**src/rtc_irq_pkg.sv**
```systemverilog
package rtc_irq_pkg;

    // ----------------------------------------------------------------
    // bus geometry
    // ----------------------------------------------------------------
    localparam int ADDR_W = 21;
    localparam int DATA_W = 32;

    // ----------------------------------------------------------------
    // register indices and byte addresses (byte address = index * 4)
    // ----------------------------------------------------------------
    localparam logic [19:0] IDX_ALARM_DATE = 20'h7_fff5;
    localparam logic [19:0] IDX_INT_CONTROL = 20'h7_fff6;
    localparam logic [19:0] IDX_FLAGS = 20'h7_fff0;
    localparam logic [19:0] IDX_IRQ_STATUS = 20'h7_ff00;
    localparam logic [19:0] IDX_IRQ_MASK = 20'h7_ff01;
    localparam logic [ADDR_W-1:0] ADDR_ALARM_DATE = {IDX_ALARM_DATE[18:0], 2'b00};
    localparam logic [ADDR_W-1:0] ADDR_INT_CONTROL = {IDX_INT_CONTROL[18:0], 2'b00};
    localparam logic [ADDR_W-1:0] ADDR_FLAGS = {IDX_FLAGS[18:0], 2'b00};
    localparam logic [ADDR_W-1:0] ADDR_IRQ_STATUS = {IDX_IRQ_STATUS[18:0], 2'b00};
    localparam logic [ADDR_W-1:0] ADDR_IRQ_MASK = {IDX_IRQ_MASK[18:0], 2'b00};

    // ----------------------------------------------------------------
    // field positions
    // ----------------------------------------------------------------
    localparam int DATE_IGNORE_BIT = 7;
    localparam int CTRL_WD_IRQ_EN_BIT = 7;
    localparam int CTRL_ALARM_IRQ_EN_BIT = 6;
    localparam int CTRL_POLARITY_BIT = 3;
    localparam int CTRL_PULSE_BIT = 2;
    localparam int FLAG_WATCHDOG_BIT = 7;
    localparam int FLAG_ALARM_BIT = 6;
    localparam int EVT_ALARM_BIT = 0;
    localparam int EVT_WATCHDOG_BIT = 1;

    // ----------------------------------------------------------------
    // reset values
    // ----------------------------------------------------------------
    localparam logic [7:0] ALARM_DATE_RESET = 8'h80;
    localparam logic [1:0] EVT_RESET = 2'h0;

    // ----------------------------------------------------------------
    // timing
    // ----------------------------------------------------------------
    localparam int CLK_HZ = 125_000_000;
    localparam int PULSE_TIME_MS = 200;
    localparam int PULSE_CYCLES_DEF = PULSE_TIME_MS * (CLK_HZ / 1000);

    // ----------------------------------------------------------------
    // types
    // ----------------------------------------------------------------
    typedef struct packed {
        logic wdIrqEn;
        logic alarmIrqEn;
        logic polarityHigh;
        logic pulseMode;
    } int_ctrl_t;

    typedef struct packed {
        logic ignore;
        logic [1:0] tens;
        logic [3:0] units;
    } alarm_date_t;

    typedef enum logic [0:0] {
        BUS_IDLE = 1'b0,
        BUS_READ_ACK = 1'b1
    } bus_state_t;

endpackage : rtc_irq_pkg

```
**src/rtc_irq_output.sv**
```systemverilog
// Register access over Avalon-MM is this design's own decision.
`timescale 1ns/1ns
module rtc_irq_output
    import rtc_irq_pkg::*;
#(
    parameter int unsigned PULSE_CYCLES = PULSE_CYCLES_DEF
) (
    input wire logic core_clk,
    input wire logic resetn,
    // avalon-mm slave
    input wire logic [ADDR_W-1:0] address,
    input wire logic read,
    input wire logic write,
    input wire logic [DATA_W-1:0] writedata,
    input wire logic [3:0] byteenable,
    output logic [DATA_W-1:0] readdata,
    output logic waitrequest,
    // time base
    input wire logic compareStrobe,
    input wire logic otherFieldsMatch,
    input wire logic [5:0] currentDate,
    input wire logic watchdogTimeout,
    // interrupt pin
    output logic intPinOut,
    output logic intPinOe,
    // system interrupt
    output logic irq
);

    // ----------------------------------------------------------------
    // state
    // ----------------------------------------------------------------
    bus_state_t busState_r;
    bus_state_t busState_nxt;
    logic [DATA_W-1:0] readData_r;
    logic [DATA_W-1:0] readData_nxt;
    alarm_date_t alarmDate_r;
    alarm_date_t alarmDate_nxt;
    int_ctrl_t ctrl_r;
    int_ctrl_t ctrl_nxt;
    logic [1:0] flags_r;
    logic [1:0] flags_nxt;
    logic [1:0] irqStatus_r;
    logic [1:0] irqStatus_nxt;
    logic [1:0] irqMask_r;
    logic [1:0] irqMask_nxt;

    // ----------------------------------------------------------------
    // bus decode
    // ----------------------------------------------------------------
    wire selDate = (address == ADDR_ALARM_DATE);
    wire selCtrl = (address == ADDR_INT_CONTROL);
    wire selFlags = (address == ADDR_FLAGS);
    wire selStatus = (address == ADDR_IRQ_STATUS);
    wire selMask = (address == ADDR_IRQ_MASK);
    // only the low lane carries register bits
    wire wrLow = write && byteenable[0];
    wire wrDate = wrLow && selDate;
    wire wrCtrl = wrLow && selCtrl;
    wire wrFlags = wrLow && selFlags;
    wire wrStatus = wrLow && selStatus;
    wire wrMask = wrLow && selMask;
    // read accepted on the edge where waitrequest is low
    wire readAccept = read && (busState_r == BUS_READ_ACK);
    wire flagsRead = readAccept && selFlags;

    // writes never wait; reads wait one cycle for registered data
    assign waitrequest = read && (busState_r == BUS_IDLE);

    // ----------------------------------------------------------------
    // bus state machine
    // ----------------------------------------------------------------
    always_comb begin
        busState_nxt = BUS_IDLE;
        case (busState_r)
            BUS_IDLE: begin
                if (read) begin
                    busState_nxt = BUS_READ_ACK;
                end
            end
            BUS_READ_ACK: begin
                // ack lasts one cycle; a read still high starts a new access
                busState_nxt = BUS_IDLE;
            end
            default: begin
                busState_nxt = BUS_IDLE;
            end
        endcase
    end

    // ----------------------------------------------------------------
    // read mux
    // ----------------------------------------------------------------
    wire [7:0] dateView = {alarmDate_r.ignore, 1'b0, alarmDate_r.tens, alarmDate_r.units};
    wire [7:0] ctrlView = {ctrl_r.wdIrqEn, ctrl_r.alarmIrqEn, 2'b00,
                           ctrl_r.polarityHigh, ctrl_r.pulseMode, 2'b00};
    wire [7:0] flagsView = {flags_r[EVT_WATCHDOG_BIT], flags_r[EVT_ALARM_BIT], 6'h00};
    logic [7:0] readSel;
    always_comb begin
        if (selDate) begin
            readSel = dateView;
        end else if (selCtrl) begin
            readSel = ctrlView;
        end else if (selFlags) begin
            readSel = flagsView;
        end else if (selStatus) begin
            readSel = {6'h00, irqStatus_r};
        end else if (selMask) begin
            readSel = {6'h00, irqMask_r};
        end else begin
            // unmapped reads return zero
            readSel = 8'h00;
        end
    end
    assign readData_nxt = (read && busState_r == BUS_IDLE) ? {24'h00_0000, readSel} : readData_r;
    assign readdata = readData_r;

    // ----------------------------------------------------------------
    // alarm compare
    // ----------------------------------------------------------------
    // date match or ignored
    wire dateEqual = ({alarmDate_r.tens, alarmDate_r.units} == currentDate);
    wire dateOk = alarmDate_r.ignore || dateEqual;
    // strobe gates the compare so a standing match fires once
    wire alarmMatch = compareStrobe && otherFieldsMatch && dateOk;

    assign alarmDate_nxt = wrDate ? alarm_date_t'({writedata[DATE_IGNORE_BIT], writedata[5:0]})
                                  : alarmDate_r;

    // ----------------------------------------------------------------
    // control register
    // ----------------------------------------------------------------
    assign ctrl_nxt = wrCtrl ? int_ctrl_t'({writedata[CTRL_WD_IRQ_EN_BIT],
                                            writedata[CTRL_ALARM_IRQ_EN_BIT],
                                            writedata[CTRL_POLARITY_BIT],
                                            writedata[CTRL_PULSE_BIT]}) : ctrl_r;

    // ----------------------------------------------------------------
    // events, flags and pin trigger
    // ----------------------------------------------------------------
    wire [1:0] events = {watchdogTimeout, alarmMatch};
    wire [1:0] srcEnable = {ctrl_r.wdIrqEn, ctrl_r.alarmIrqEn};
    wire [1:0] flagsClear = wrFlags ? {writedata[FLAG_WATCHDOG_BIT],
                                       writedata[FLAG_ALARM_BIT]} : 2'b00;
    wire [1:0] statusClear = wrStatus ? writedata[1:0] : 2'b00;
    logic [1:0] srcTrigger;

    // ----------------------------------------------------------------
    // per-source sticky bits and pin trigger
    // ----------------------------------------------------------------
    // one slice per source: bit 0 alarm, bit 1 watchdog
    for (genvar src = 0; src < 2; src++) begin : gSource
        // both flags always set, even with the source disabled
        // set wins over a clear in the same cycle
        assign flags_nxt[src] = (flags_r[src] && !flagsClear[src]) || events[src];
        assign irqStatus_nxt[src] = (irqStatus_r[src] && !statusClear[src]) || events[src];
        assign srcTrigger[src] = events[src] && srcEnable[src];
    end

    // any enabled source fires the pin
    wire pinTrigger = |srcTrigger;

    // ----------------------------------------------------------------
    // system interrupt
    // ----------------------------------------------------------------
    assign irqMask_nxt = wrMask ? writedata[1:0] : irqMask_r;
    // combinational from flops, so no extra cycle of latency
    assign irq = |(irqStatus_r & irqMask_r);

    // ----------------------------------------------------------------
    // registers
    // ----------------------------------------------------------------
    // one flop bank; date, flag, status and mask reset values come from the package
    always_ff @(posedge core_clk or negedge resetn) begin
        if (!resetn) begin
            busState_r <= BUS_IDLE;
            readData_r <= '0;
            alarmDate_r <= alarm_date_t'({ALARM_DATE_RESET[DATE_IGNORE_BIT],
                                          ALARM_DATE_RESET[5:0]});
            ctrl_r <= '0;
            flags_r <= EVT_RESET;
            irqStatus_r <= EVT_RESET;
            irqMask_r <= EVT_RESET;
        end else begin
            busState_r <= busState_nxt;
            readData_r <= readData_nxt;
            alarmDate_r <= alarmDate_nxt;
            ctrl_r <= ctrl_nxt;
            flags_r <= flags_nxt;
            irqStatus_r <= irqStatus_nxt;
            irqMask_r <= irqMask_nxt;
        end
    end

    // ----------------------------------------------------------------
    // pin driver
    // ----------------------------------------------------------------
    // flags read releases pin in level mode; a timed pulse runs out on its own
    int_pin_driver #(
        .PULSE_CYCLES(PULSE_CYCLES)
    ) pinDriver (
        .core_clk(core_clk),
        .resetn(resetn),
        .trigger(pinTrigger),
        .holdRelease(flagsRead),
        .pulseMode(ctrl_r.pulseMode),
        .polarityHigh(ctrl_r.polarityHigh),
        .intOut(intPinOut),
        .intOe(intPinOe),
        .intActive()
    );

endmodule : rtc_irq_output

```
**src/int_pin_driver.sv**
```systemverilog
`timescale 1ns/1ns
module int_pin_driver
    import rtc_irq_pkg::*;
#(
    parameter int unsigned PULSE_CYCLES = PULSE_CYCLES_DEF
) (
    input wire logic core_clk,
    input wire logic resetn,
    input wire logic trigger,
    input wire logic holdRelease,
    input wire logic pulseMode,
    input wire logic polarityHigh,
    output logic intOut,
    output logic intOe,
    output logic intActive
);

    localparam int CW = $clog2(PULSE_CYCLES + 1);
    localparam logic [CW-1:0] PULSE_LOAD = CW'(PULSE_CYCLES);

    logic [CW-1:0] pulseCount_r;
    logic [CW-1:0] pulseCount_nxt;
    logic held_r;
    logic held_nxt;

    // ----------------------------------------------------------------
    // pulse timer and level latch
    // ----------------------------------------------------------------
    // timed pulse
    assign pulseCount_nxt = (trigger && pulseMode) ? PULSE_LOAD :
                            (pulseCount_r != '0) ? pulseCount_r - CW'(1) : pulseCount_r;
    // hold until release
    // new event beats a release in the same cycle
    assign held_nxt = (trigger && !pulseMode) ? 1'b1 :
                      (holdRelease || pulseMode) ? 1'b0 : held_r;

    always_ff @(posedge core_clk or negedge resetn) begin
        if (!resetn) begin
            pulseCount_r <= '0;
            held_r <= 1'b0;
        end else begin
            pulseCount_r <= pulseCount_nxt;
            held_r <= held_nxt;
        end
    end

    // ----------------------------------------------------------------
    // pin drive
    // ----------------------------------------------------------------
    assign intActive = pulseMode ? (pulseCount_r != '0) : held_r;
    assign intOut = polarityHigh ? intActive : 1'b0;
    assign intOe = polarityHigh ? 1'b1 : intActive;

endmodule : int_pin_driver

```
**config.mk**
```make
export PLATFORM = sky130hd
export DESIGN_NAME = rtc_irq_output
export DESIGN_NICKNAME = d
export VERILOG_FILES = /design/src/rtc_irq_pkg.sv /design/src/rtc_irq_output.sv /design/src/int_pin_driver.sv
export SDC_FILE = /design/constraint.sdc
export NUM_CORES = 1
export LEC_CHECK = 0
export BUFFER_PORTS_ARGS = -buffer_cell sky130_fd_sc_hd__buf_2
export CORE_AREA = 2 2 81 83
export CTS_CLUSTER_DIAMETER = 50
export DETAILED_ROUTE_END_ITERATION = 7
export DIE_AREA = 0 0 83 85
export PLACE_DENSITY = 0.83
export SETUP_SLACK_MARGIN = 0.5
export SYNTH_ARGS = -nofsm -noshare
export SYNTH_HDL_FRONTEND = slang
export SYNTH_SLANG_ARGS = --single-unit
```
**constraint.sdc**
```tcl
create_clock -name core_clk -period 2.9 [get_ports core_clk]
set_clock_uncertainty 0.15 [all_clocks]
set_input_delay 0.435 -clock core_clk [delete_from_list [all_inputs] [get_ports core_clk]]
set_output_delay 0.435 -clock core_clk [all_outputs]
set_load 0.02 [all_outputs]
```
==> metrics.md, run 1 <==
| Metric | Value |
|---|---|
| Die height | `85 µm` |
| Final hold vios | `0` |
| Startpoint Class | `flop` |
| Synthesized flop and latch total | `52` |
| Avg WL per Cell | `16.3 µm` |
| Global route overflow | `0` |
| Max_slew headroom | `61.9%` |
| Filler Cells Inserted | `521` |
| CP peak stage delay | `0.57 ns` |
| Drt pass-1 iters | `5` |
| Layout cells sized above 1 | `28.5%` |
| Crit-path slowest cell | `or4_4` |
| CTS tree | `built` |
| Layout area overhead | `16.3%` |
| RSZ-0062 raised after global routing | `true` |
| Top sig layer | `met4` |
| Total CTS buffers | `5` |
| Remaining DRCs | `0` |
| Worst hold path depth | `2` |
| Crit path required time | `2.32 ns` |
| Initial Utilization | `49.8%` |
| Internal | `949 µW` |
| Die width | `83 µm` |
| Status | `finished, final reports clean` |
| Max Freq | `369 MHz` |
| Syn avg cell area | `9.71 µm²` |
| Worst Hold Class | `in -> reg` |
| Critical Setup Path Class | `reg -> out` |
| Sw frac | `25.7%` |
| DR vias | `2,767` |
| Total track usage | `20.5%` |
| Clk pwr share | `32.7%` |
| Htree depth | `2` |
| Initial antenna violation count | `0` |
| Shortest period the worst path allows | `2.71 ns` |
| First-pass GRT wire length | `12.0 mm` |
| Most common cell after layout, fill and taps aside | `buf_2` |
| Net count, final | `461` |
| Netlist cell types | `54` |
| Register Area | `0.00130 mm²` |
| CP Max Fanout | `3` |
| Vias per std cell | `5.93` |
| Share of total power in sequential cells | `57.7%` |
| Hold Crit Endpoint | `alarmDate_r[5]$_DFFE_PN0P_` |
| NetSw | `328 µW` |
| Combinational share of power | `9.5%` |
| Worst EP arrival | `2.12 ns` |
| Max Cap Viol | `0` |
| Worst-path clk slew | `0.09 ns` |
| Synth Cell Area | `0.00309 mm²` |
| Clk sink count | `52` |
| Instance count of the mapped netlist | `318` |
| Worst R2R End | `pinDriver.pulseCount_r[3]$_DFFE_PN0P_` |
| Pleak | `0.00149 µW` |
| Final setup viols | `0` |
| Routed Antenna Nets | `0` |
| Worst vdd ir | `0.204 mV` |
| Worst setup EP type | `output port` |
| Worst Tran Pin Value | `0.566 ns` |
| CTS Buffer Depth | `2` |
| M1 WL | `3.04 mm` |
| Row count | `29` |
| Power Dens Cells | `356 mW/mm²` |
| Core Region | `0.00620 mm²` |
| Total wire length | `7.63 mm` |
| DRT iter0 DRCs | `263` |
| Place WS | `0.411 ns` |
| Multi-input logic area | `0.00165 mm²` |
| Root Driver | `clkbuf_8` |
| Final cycle utilization of the critical path | `93.3%` |
| Worst r2r src | `pinDriver.pulseCount_r[18]$_DFFE_PN0P_` |
| Vias in the first global route | `2,554` |
| Routed wl met3 | `424 µm` |
| R2r setup slk | `0.52 ns` |
| Ys Warns | `0` |
| Setup WS post-layout | `0.193 ns` |
| Die Area | `0.00706 mm²` |
| R2R cell count | `6` |
| Dpl hpwl | `5.37 mm` |
| Met2 WL | `3.97 mm` |
| Worst-Skew Late Latency | `0.30 ns` |
| Min-delay src | `writedata[5]` |
| Antenna diodes | `0` |
| Port bufs | `54` |
| CP cell instances | `or4_4 > nor4_4 > nand2_2 > mux2i_2 > nand2b_1 > buf_6` |
| Total negative slack | `0 ns` |
| Max Slew Vio Count | `0` |
| Largest net degree at the start of global routing | `26` |
| Seq/Total Area, Yosys | `42.2%` |
| Global placement routability congestion | `0.890` |
| I/O pin cnt | `106` |
| Most frequent cells in the layout | `buf_2, dfrtp_1, nand2_1, conb_1, nor2_1` |
Yosys cell counts (all sizes together):
cell    count  area, µm²
o21a        1       7.51
inv         6       22.5
mux2       15        169
a22oi       3       22.5
nand4       7       43.8
and2        2       12.5
a21o        4       30.0
a211o       1       8.76
mux2i       2       20.0
dfstp       1       26.3
nand2b      5       31.3
o31ai      10       75.1
a32oi       1       8.76
a22o        1       8.76
or4        17        131
clkbuf      5       18.8
nor3        6       30.0
nor2       19       71.3
and4        3       26.3
nor4b       4       50.1
a211oi      1       7.51
o21ai      14       73.8
nand2      26       97.6
o41ai       5       43.8
xor2        7       61.3
or2         1       6.26
a31oi       1       6.26
nor4        8       80.1
a21oi      16       83.8
conb        1       3.75
nand3      18       90.1
or3b        1       8.76
dfrtp      51       1280
ha          2       25.0
nand3b      1       7.51
or4b        2       20.0
or3        13       86.3
a21bo       1       10.0
nor2b       1       6.26
xnor2       1       8.76
and3        4       25.0
o31a        1       8.76
buf        29        238
power by group through the flow:
stage          registers, µW  logic [µW]  clock network, µW
2_1_floorplan            755        77.8                  0
3_3_place_gp             751         117                  0
3_5_place_dp             752         120                  0
4_1_cts                  737         122                432
5_1_grt                  739         133                457
6_report                 737         122                418
per-layer routing:
metal	global-route usage, %	vias up
met2	35.9	129
li1	-	1278
met5	0	-
met3	2.92	24
met4	8.20	0
met1	25.7	1336
cell families (layout without fill, tap and decap cells):
kind of cell	count (synthesis)	in the layout	share of synthesized area, %
buffers and inverters	40	88	9.03
and+or+nand+nor	138	138	26.7
other	1	24	0.121
adders and majority gates	2	2	0.810
AOI/OAI and AO/OA	60	61	12.8
DFF	52	52	42.2
xor gates and xnor gates	8	8	2.27
muxes	17	17	6.12
through the flow:
stage	hold slack [ns]	area, µm²	utilization (%)	cells	power [µW]
5_1_grt	0.182	3590	57.9	467	1330
4_1_cts	0.184	3470	55.9	456	1290
3_5_place_dp	0.228	3330	53.7	444	872
6_report	0.195	3590	57.9	467	1280
2_1_floorplan	-0.0106	3180	-	341	833
3_3_place_gp	0.224	3330	53.7	444	869
worst max-delay path by stage:
stage | cells after the start | slack, ns | to | from
2_1_floorplan | 5 | 0.63 | intPinOe | pinDriver.pulseCount_r[21]$_DFFE_PN0P_
3_3_place_gp | 6 | 0.44 | intPinOe | pinDriver.pulseCount_r[20]$_DFFE_PN0P_
3_5_place_dp | 6 | 0.41 | intPinOut | pinDriver.pulseCount_r[21]$_DFFE_PN0P_
4_1_cts | 6 | 0.17 | intPinOut | pinDriver.pulseCount_r[18]$_DFFE_PN0P_
5_1_grt | 6 | 0.12 | intPinOe | pinDriver.pulseCount_r[18]$_DFFE_PN0P_
6_report | 6 | 0.19 | intPinOe | pinDriver.pulseCount_r[18]$_DFFE_PN0P_
worst max-delay path, delay by kind of cell, from the launching register on:
family / cells / cell delay (ns)
buffers and inverters: 1 / 0.13
AND/OR/NAND/NOR: 4 / 1.07
flip-flops: 1 / 0.41
multiplexers: 1 / 0.20
area by class of cell:
cell class	instances	share of cell area (%)
repair buffers	74	11.9
flip-flops and latches	52	36.3
clock inverters	2	0.488
inverters	6	0.627
multi-input cells	250	46.0
clock buffers	6	2.02
well taps	77	2.68
flip-flops by register name (all words and copies together) (netlist names):
register,cells
pinDriver.pulseCount_r,25
readdata,8
alarmDate_r,7
ctrlView,4
flags_r,2
irqMask_r,2
irqStatus_r,2
busState_r,1
pinDriver.held_r,1
repair_timing:
| item | CTS | global route |
|---|---|---|
| pin swaps | 3 | 6 |
| gates resized for setup | 4 | 14 |
| hold endpoints to repair | 15 | 0 |
| gates cloned | 0 | 1 |
| hold buffers | 1 | 0 |
| endpoints found under the setup margin | 13 | 19 |
| setup buffers | 3 | 10 |
Note: power is estimated with default switching activity, not from simulation.
==> run 2: changes to the inputs <==
--- a/config.mk
+++ b/config.mk
@@ -6,11 +6,11 @@
 export NUM_CORES = 1
 export LEC_CHECK = 0
 export BUFFER_PORTS_ARGS = -buffer_cell sky130_fd_sc_hd__buf_2
-export CORE_AREA = 2 2 81 83
+export CORE_AREA = 2 2 69 98
 export CTS_CLUSTER_DIAMETER = 50
 export DETAILED_ROUTE_END_ITERATION = 7
-export DIE_AREA = 0 0 83 85
-export PLACE_DENSITY = 0.83
+export DIE_AREA = 0 0 71 100
+export PLACE_DENSITY = 0.82
 export SETUP_SLACK_MARGIN = 0.5
 export SYNTH_ARGS = -nofsm -noshare
 export SYNTH_HDL_FRONTEND = slang
==> run 2 against run 1 <==
Wire length rose by 0.46%. Hold slack got worse by 0.0010 ns. Die area rose by 0.64%. Via count fell by 0.76%. First-iteration DRC count fell by 48%. Register-to-register slack barely moved. Critical path depth did not move. Critical path type unchanged. Flip-flop and latch count did not move. Critical endpoint unchanged. Final cell count fell by 1.7%. Combinational power barely moved. Non-clock buffer count fell by 6. Largest cell class unchanged.
==> metrics.md, run 2 (synthesis gave the netlist of run 1 again) <==
| Metric | Value |
|---|---|
| Layout cells sized above 1 | `28.1% (-0.41 points)` |
| Max_slew headroom | `63.0% (+1.0 points)` |
| Port bufs | `54 (unchanged)` |
| Drt pass-1 iters | `5 (unchanged)` |
| Total track usage | `20.8% (+0.28 points)` |
| Crit-path slowest cell | `or4_4` |
| Most frequent cells in the layout | `buf_2, dfrtp_1, nand2_1, conb_1, nor2_1` |
| DR vias | `2,746 (-0.76%)` |
| Vias in the first global route | `2,646 (+3.6%)` |
| Antenna diodes | `0 (unchanged)` |
| Die width | `71 µm (-14%)` |
| Worst setup EP type | `output port` |
| Max Cap Viol | `0 (unchanged)` |
| Root Driver | `clkbuf_8` |
| Max Slew Vio Count | `0 (unchanged)` |
| First-pass GRT wire length | `11.8 mm (-2.0%)` |
| Die Area | `0.00710 mm² (+0.64%)` |
| Top reg by flops | `pinDriver.pulseCount_r` |
| NetSw | `333 µW (+1.3%)` |
| Layout area overhead | `16.2% (about the same)` |
| CTS Buffer Depth | `2 (unchanged)` |
| CP peak stage delay | `0.57 ns (about the same)` |
| Clk pwr share | `36.8% (+4.1 points)` |
| Worst Tran Pin Value | `0.551 ns (-0.0153 ns)` |
| RSZ-0062 raised after global routing | `true` |
| DRT iter0 DRCs | `136 (-48%)` |
| Global route overflow | `0 (unchanged)` |
| Total negative slack | `0 ns (unchanged)` |
| Share of total power in sequential cells | `54.2% (-3.5 points)` |
| CP cell instances | `or4_4 > nor4_4 > nand2_2 > mux2i_2 > nand2b_1 > buf_6` |
| Avg WL per Cell | `16.7 µm (+2.2%)` |
| Net count, final | `456 (-1.1%)` |
| CP Max Fanout | `2 (-1)` |
| Power Dens Cells | `379 mW/mm² (+6.6%)` |
| I/O pin cnt | `106 (unchanged)` |
| Total wire length | `7.67 mm (+0.46%)` |
| Clk sink count | `52 (unchanged)` |
| CTS tree | `built` |
| Shortest period the worst path allows | `2.66 ns (-0.0459 ns)` |
| Row count | `35 (+21%)` |
| Final hold vios | `0 (unchanged)` |
| Filler-free cell count of the finished design | `459 (-1.7%)` |
| Vias per std cell | `5.98 (+0.97%)` |
| Worst vdd ir | `0.287 mV (+41%)` |
| Max reg flops | `25 (unchanged)` |
| Worst Hold Class | `in -> reg` |
| Status | `finished, final reports clean` |
| Final setup viols | `0 (unchanged)` |
| Critical Setup Path Class | `reg -> out` |
| Die height | `100 µm (+18%)` |
| Htree depth | `2 (unchanged)` |
| Sw frac | `24.5% (-1.3 points)` |
| Combinational share of power | `8.9% (-0.6 points)` |
| Crit path required time | `2.32 ns (about the same)` |
| Startpoint Class | `flop` |
| Max Freq | `376 MHz (+1.7%)` |
| Dpl hpwl | `5.40 mm (+0.55%)` |
| Initial Utilization | `48.7% (-1.1 points)` |
| Worst-Skew Late Latency | `0.30 ns (about the same)` |
| Most common cell after layout, fill and taps aside | `buf_2` |
| Remaining DRCs | `0 (unchanged)` |
| Largest net degree at the start of global routing | `37 (+42%)` |
| Global placement routability congestion | `0.928 (+4.2%)` |
| Pleak | `0.00148 µW (-0.88%)` |
| Core Region | `0.00635 mm² (+2.3%)` |
| Total CTS buffers | `5 (unchanged)` |
| Worst-path clk slew | `0.10 ns (about the same)` |
| Internal | `1030 µW (+8.3%)` |
| Initial antenna violation count | `0 (unchanged)` |
| Routed Antenna Nets | `0 (unchanged)` |
| Final cycle utilization of the critical path | `91.7% (-1.6 points)` |
| Cells after DPL | `439 (-1.1%)` |
| Worst EP arrival | `2.08 ns (-0.04 ns)` |
## run 2: routing by layer
metal  global-route usage [%]  vias up  wire, µm
li1                         -     1270         -
met4                     13.8        0       424
met2                     37.7      129      4070
met5                        0        -         0
met1                     21.7     1310      2780
met3                     3.51       37       390
## run 2: cell type report
type | instances | area, µm²
clock buffers | 6 | 72.6
clock inverters | 2 | 35.0
inverters | 6 | 22.5
well taps | 74 | 92.6
fillers | 537 | 2760
flip-flops and latches | 52 | 1300
repair buffers | 68 | 384
multi-input cells | 251 | 1680
## run 2: final timing paths
| check | startpoint | endpoint | slack, ns | depth (start not counted) |
|---|---|---|---|---|
| hold / removal | writedata[4] | alarmDate_r[4]$_DFFE_PN0P_ | 0.19 | 2 |
| min in group asynchronous | resetn | pinDriver.pulseCount_r[18]$_DFFE_PN0P_ | 0.43 | 2 |
| setup reg to reg | pinDriver.pulseCount_r[1]$_DFFE_PN0P_ | pinDriver.pulseCount_r[10]$_DFFE_PN0P_ | 0.51 | 8 |
| max in group asynchronous | resetn | alarmDate_r[6]$_DFFE_PN1P_ | 1.37 | 3 |
| hold reg to reg | readdata[6]$_DFFE_PN0P_ | readdata[6]$_DFFE_PN0P_ | 0.34 | 2 |
| setup / recovery | pinDriver.pulseCount_r[19]$_DFFE_PN0P_ | intPinOe | 0.24 | 6 |
## run 2: critical path: cells and delay by family (launching register included)
family	cells	cell delay (ns)
simple gates	4	1.04
buf+inv	1	0.14
flops	1	0.39
mux	1	0.19
## run 2: repair_timing
action	in CTS	in global routing
endpoints found under the setup margin	15	15
pin swaps	4	7
buffers inserted	4	5
hold endpoints to repair	16	0
gates resized for setup	5	15
cloned	1	1
hold buffers	1	0
## run 2: power groups by stage
| stage | sequential (µW) | combinational [µW] | clock [µW] |
|---|---|---|---|
| final | 738 | 122 | 501 |
| after global routing | 738 | 133 | 537 |
| after CTS | 738 | 122 | 507 |
| after detailed placement | 752 | 121 | 0 |
| after global placement | 751 | 119 | 0 |
| after floorplan | 755 | 77.8 | 0 |
## run 2: through the flow
stage | instance area (µm²) | util [%] | power [µW] | setup slack [ns] | hold WS, ns
finish | 3590 | 56.5 | 1360 | 0.239 | 0.194
global route | 3590 | 56.5 | 1410 | 0.151 | 0.196
CTS | 3490 | 54.9 | 1370 | 0.151 | 0.191
floorplan | 3180 | - | 833 | 0.629 | -0.0106
detailed placement | 3310 | 52.2 | 873 | 0.366 | 0.231
global placement | 3310 | 52.2 | 870 | 0.430 | 0.222
==> run 3: changes to the inputs <==
--- a/config.mk
+++ b/config.mk
@@ -5,12 +5,14 @@
 export SDC_FILE = /design/constraint.sdc
 export NUM_CORES = 1
 export LEC_CHECK = 0
+export ABC_CLOCK_PERIOD_IN_PS = 2500
 export BUFFER_PORTS_ARGS = -buffer_cell sky130_fd_sc_hd__buf_2
 export CORE_AREA = 2 2 69 98
 export CTS_CLUSTER_DIAMETER = 50
 export DETAILED_ROUTE_END_ITERATION = 7
 export DIE_AREA = 0 0 71 100
 export PLACE_DENSITY = 0.82
+export RECOVER_POWER = 25
 export SETUP_SLACK_MARGIN = 0.5
 export SYNTH_ARGS = -nofsm -noshare
 export SYNTH_HDL_FRONTEND = slang
==> constraint.sdc (replaced) <==
create_clock -name core_clk -period 2.5 [get_ports core_clk]
set_clock_uncertainty 0.15 [all_clocks]
set_input_delay 0.375 -clock core_clk [delete_from_list [all_inputs] [get_ports core_clk]]
set_output_delay 0.375 -clock core_clk [all_outputs]
set_load 0.02 [all_outputs]
==> run 3 against run 2 <==
Sequential share of layout area shrank 5.3 points. Via count grew 12%. Final area is 18% higher. Total power increased by 19%. The run now ends with negative setup slack left. Clock power increased by 24%. Critical path depth unchanged. Largest power group unchanged.
==> metrics.md, run 3 (synthesis gave the netlist of run 1 again) <==
| Metric | Value |
|---|---|
| Htree depth | `2 (unchanged)` |
| Final setup viols | `2 (+2)` |
| Worst EP arrival | `2.10 ns (+0.02 ns)` |
| Vias in the first global route | `3,119 (+18%)` |
| RSZ-0062 raised after global routing | `true` |
| CP Max Fanout | `5 (+3)` |
| Remaining DRCs | `0 (unchanged)` |
| Top delay family on crit path | `simple AND/OR/NAND/NOR gates` |
| Layout area overhead | `37.0%` |
| Avg WL per Cell | `19.8 µm (+19%)` |
| Filler-free cell count of the finished design | `494 (+7.6%)` |
| Max Cap Viol | `0 (unchanged)` |
| Setup crit end | `intPinOe` |
| Buf+Inv Stages, Crit Path | `1 (unchanged)` |
| Worst-path clk slew | `0.10 ns (about the same)` |
| Critical path depth | `6 (unchanged)` |
| Place WS | `0.0878 ns (-0.278 ns)` |
| Row count | `35 (unchanged)` |
| DRT iter0 DRCs | `225 (+65%)` |
| Port bufs | `54 (unchanged)` |
| Critical Setup Path Class | `reg -> out` |
| Crit-path slowest cell | `dfrtp_2` |
| Failing checks | `negative setup slack` |
| I/O pin cnt | `106 (unchanged)` |
| Max reg flops | `25 (unchanged)` |
| Total track usage | `26.2% (+5.4 points)` |
| Worst Setup SP | `pinDriver.pulseCount_r[7]$_DFFE_PN0P_` |
| Dpl hpwl | `5.45 mm (+1.0%)` |
| Shortest period the worst path allows | `2.62 ns` |
| CP cell instances | `or3_4 > nor4_4 > nand2_2 > mux2i_4 > nand2b_1 > buf_2` |
| Layout cells sized above 1 | `47.1% (+19 points)` |
| Worst setup EP type | `output port` |
| Max_slew headroom | `12.8% (-50 points)` |
| Worst vdd ir | `0.349 mV (+22%)` |
| Total wire length | `9.80 mm (+28%)` |
| Global placement routability congestion | `0.909 (-2.1%)` |
| Drt pass-1 iters | `5 (unchanged)` |
| Power Dens Cells | `383 mW/mm² (+1.1%)` |
| R2r setup slk | `0.02 ns (-0.49 ns)` |
| Worst r2r src | `pinDriver.pulseCount_r[1]$_DFFE_PN0P_` |
| Die width | `71 µm (unchanged)` |
| Worst R2R End | `pinDriver.pulseCount_r[10]$_DFFE_PN0P_` |
| Initial Utilization | `48.7% (unchanged)` |
| Global route overflow | `0 (unchanged)` |
| Worst hold margin | `0.115 ns (-0.0782 ns)` |
| Largest net degree at the start of global routing | `53 (+43%)` |
| Cells after DPL | `449 (+2.3%)` |
| Net count, final | `491 (+7.7%)` |
| Antenna diodes | `0 (unchanged)` |
| Status | `finished, violations left` |
| Total CTS buffers | `5 (unchanged)` |
| Initial antenna violation count | `0 (unchanged)` |
| R2R cell count | `10 (+2)` |
| Worst Hold Class | `in -> reg` |
| Most common cell after layout, fill and taps aside | `buf_2` |
| Top reg by flops | `pinDriver.pulseCount_r` |
| Worst Tran Pin Value | `1.31 ns (+0.757 ns)` |
| CP peak stage delay | `0.47 ns (-0.10 ns)` |
| Die Area | `0.00710 mm² (unchanged)` |
| Die height | `100 µm (unchanged)` |
| DR vias | `3,078 (+12%)` |
| Most frequent cells in the layout | `buf_2, dfrtp_1, buf_4, conb_1, nand2_1` |
| Root Driver | `clkbuf_8` |
| Pwr Total | `1620 µW (+19%)` |
| CTS Buffer Depth | `2 (unchanged)` |
| Routed Antenna Nets | `0 (unchanged)` |
| First-pass GRT wire length | `14.5 mm (+23%)` |
| Startpoint Class | `flop` |
| Setup WS post-layout | `-0.124 ns (-0.363 ns)` |
| CTS tree | `built` |
| Max Slew Vio Count | `0 (unchanged)` |
| Max Freq | `381 MHz` |
| Worst-Skew Late Latency | `0.31 ns (about the same)` |
| Vias per std cell | `6.23 (+4.1%)` |
| Pleak | `0.00180 µW (+22%)` |
| Clk sink count | `52 (unchanged)` |
| Total negative slack | `-0.242 ns (-0.242 ns)` |
| Final cycle utilization of the critical path | `105%` |
| Final hold vios | `0 (unchanged)` |
| Crit path required time | `1.98 ns (-0.34 ns)` |
| Core Region | `0.00635 mm² (unchanged)` |
## run 3: through the flow
step / area, µm² / util [%]
after detailed placement: 3430 / 54.0
after global placement: 3430 / 54.0
after CTS: 3950 / 62.1
after floorplan: 3210 / -
after global routing: 4230 / 66.6
final: 4230 / 66.6
## run 3: cell type report
cell class | instances | area, µm²
inverters | 6 | 22.5
multi-input cells | 252 | 2000
repair buffers | 102 | 686
clock inverters | 2 | 38.8
clock buffers | 6 | 82.6
well taps | 74 | 92.6
fillers | 446 | 2120
flip-flops and latches | 52 | 1310
## run 3: what timing repair did
action	CTS	global route
buffers inserted	21	11
resized for setup	44	48
cloned	4	0
hold buffers	1	0
hold endpoints to repair	51	0
pin swaps	32	17
endpoints found under the setup margin	26	27
## run 3: layer usage
metal | share of wire [%] | global-route usage [%]
met1 | 33 | 25.5
met2 | 54 | 46.5
met3 | 6.2 | 5.32
met4 | 7.6 | 22.2
met5 | 0 | 0
## run 3: how the worst min path moves through the flow
stage                 startpoint                                      to  cells after the start
CTS                 writedata[5]              alarmDate_r[5]$_DFFE_PN0P_                      2
global route        writedata[4]              alarmDate_r[4]$_DFFE_PN0P_                      2
finish              writedata[5]              alarmDate_r[5]$_DFFE_PN0P_                      2
floorplan                 resetn              alarmDate_r[0]$_DFFE_PN0P_                      0
global placement          resetn  pinDriver.pulseCount_r[21]$_DFFE_PN0P_                      2
detailed placement        resetn  pinDriver.pulseCount_r[21]$_DFFE_PN0P_                      2
## run 3: power breakdown
group	total [µW]	internal, µW	switching (µW)	leakage, µW
Combinational	144	45.7	97.8	0.00115
Clock	621	328	293	0.0000614
Sequential	856	850	6.14	0.000588
Total	1620	1220	397	0.00180
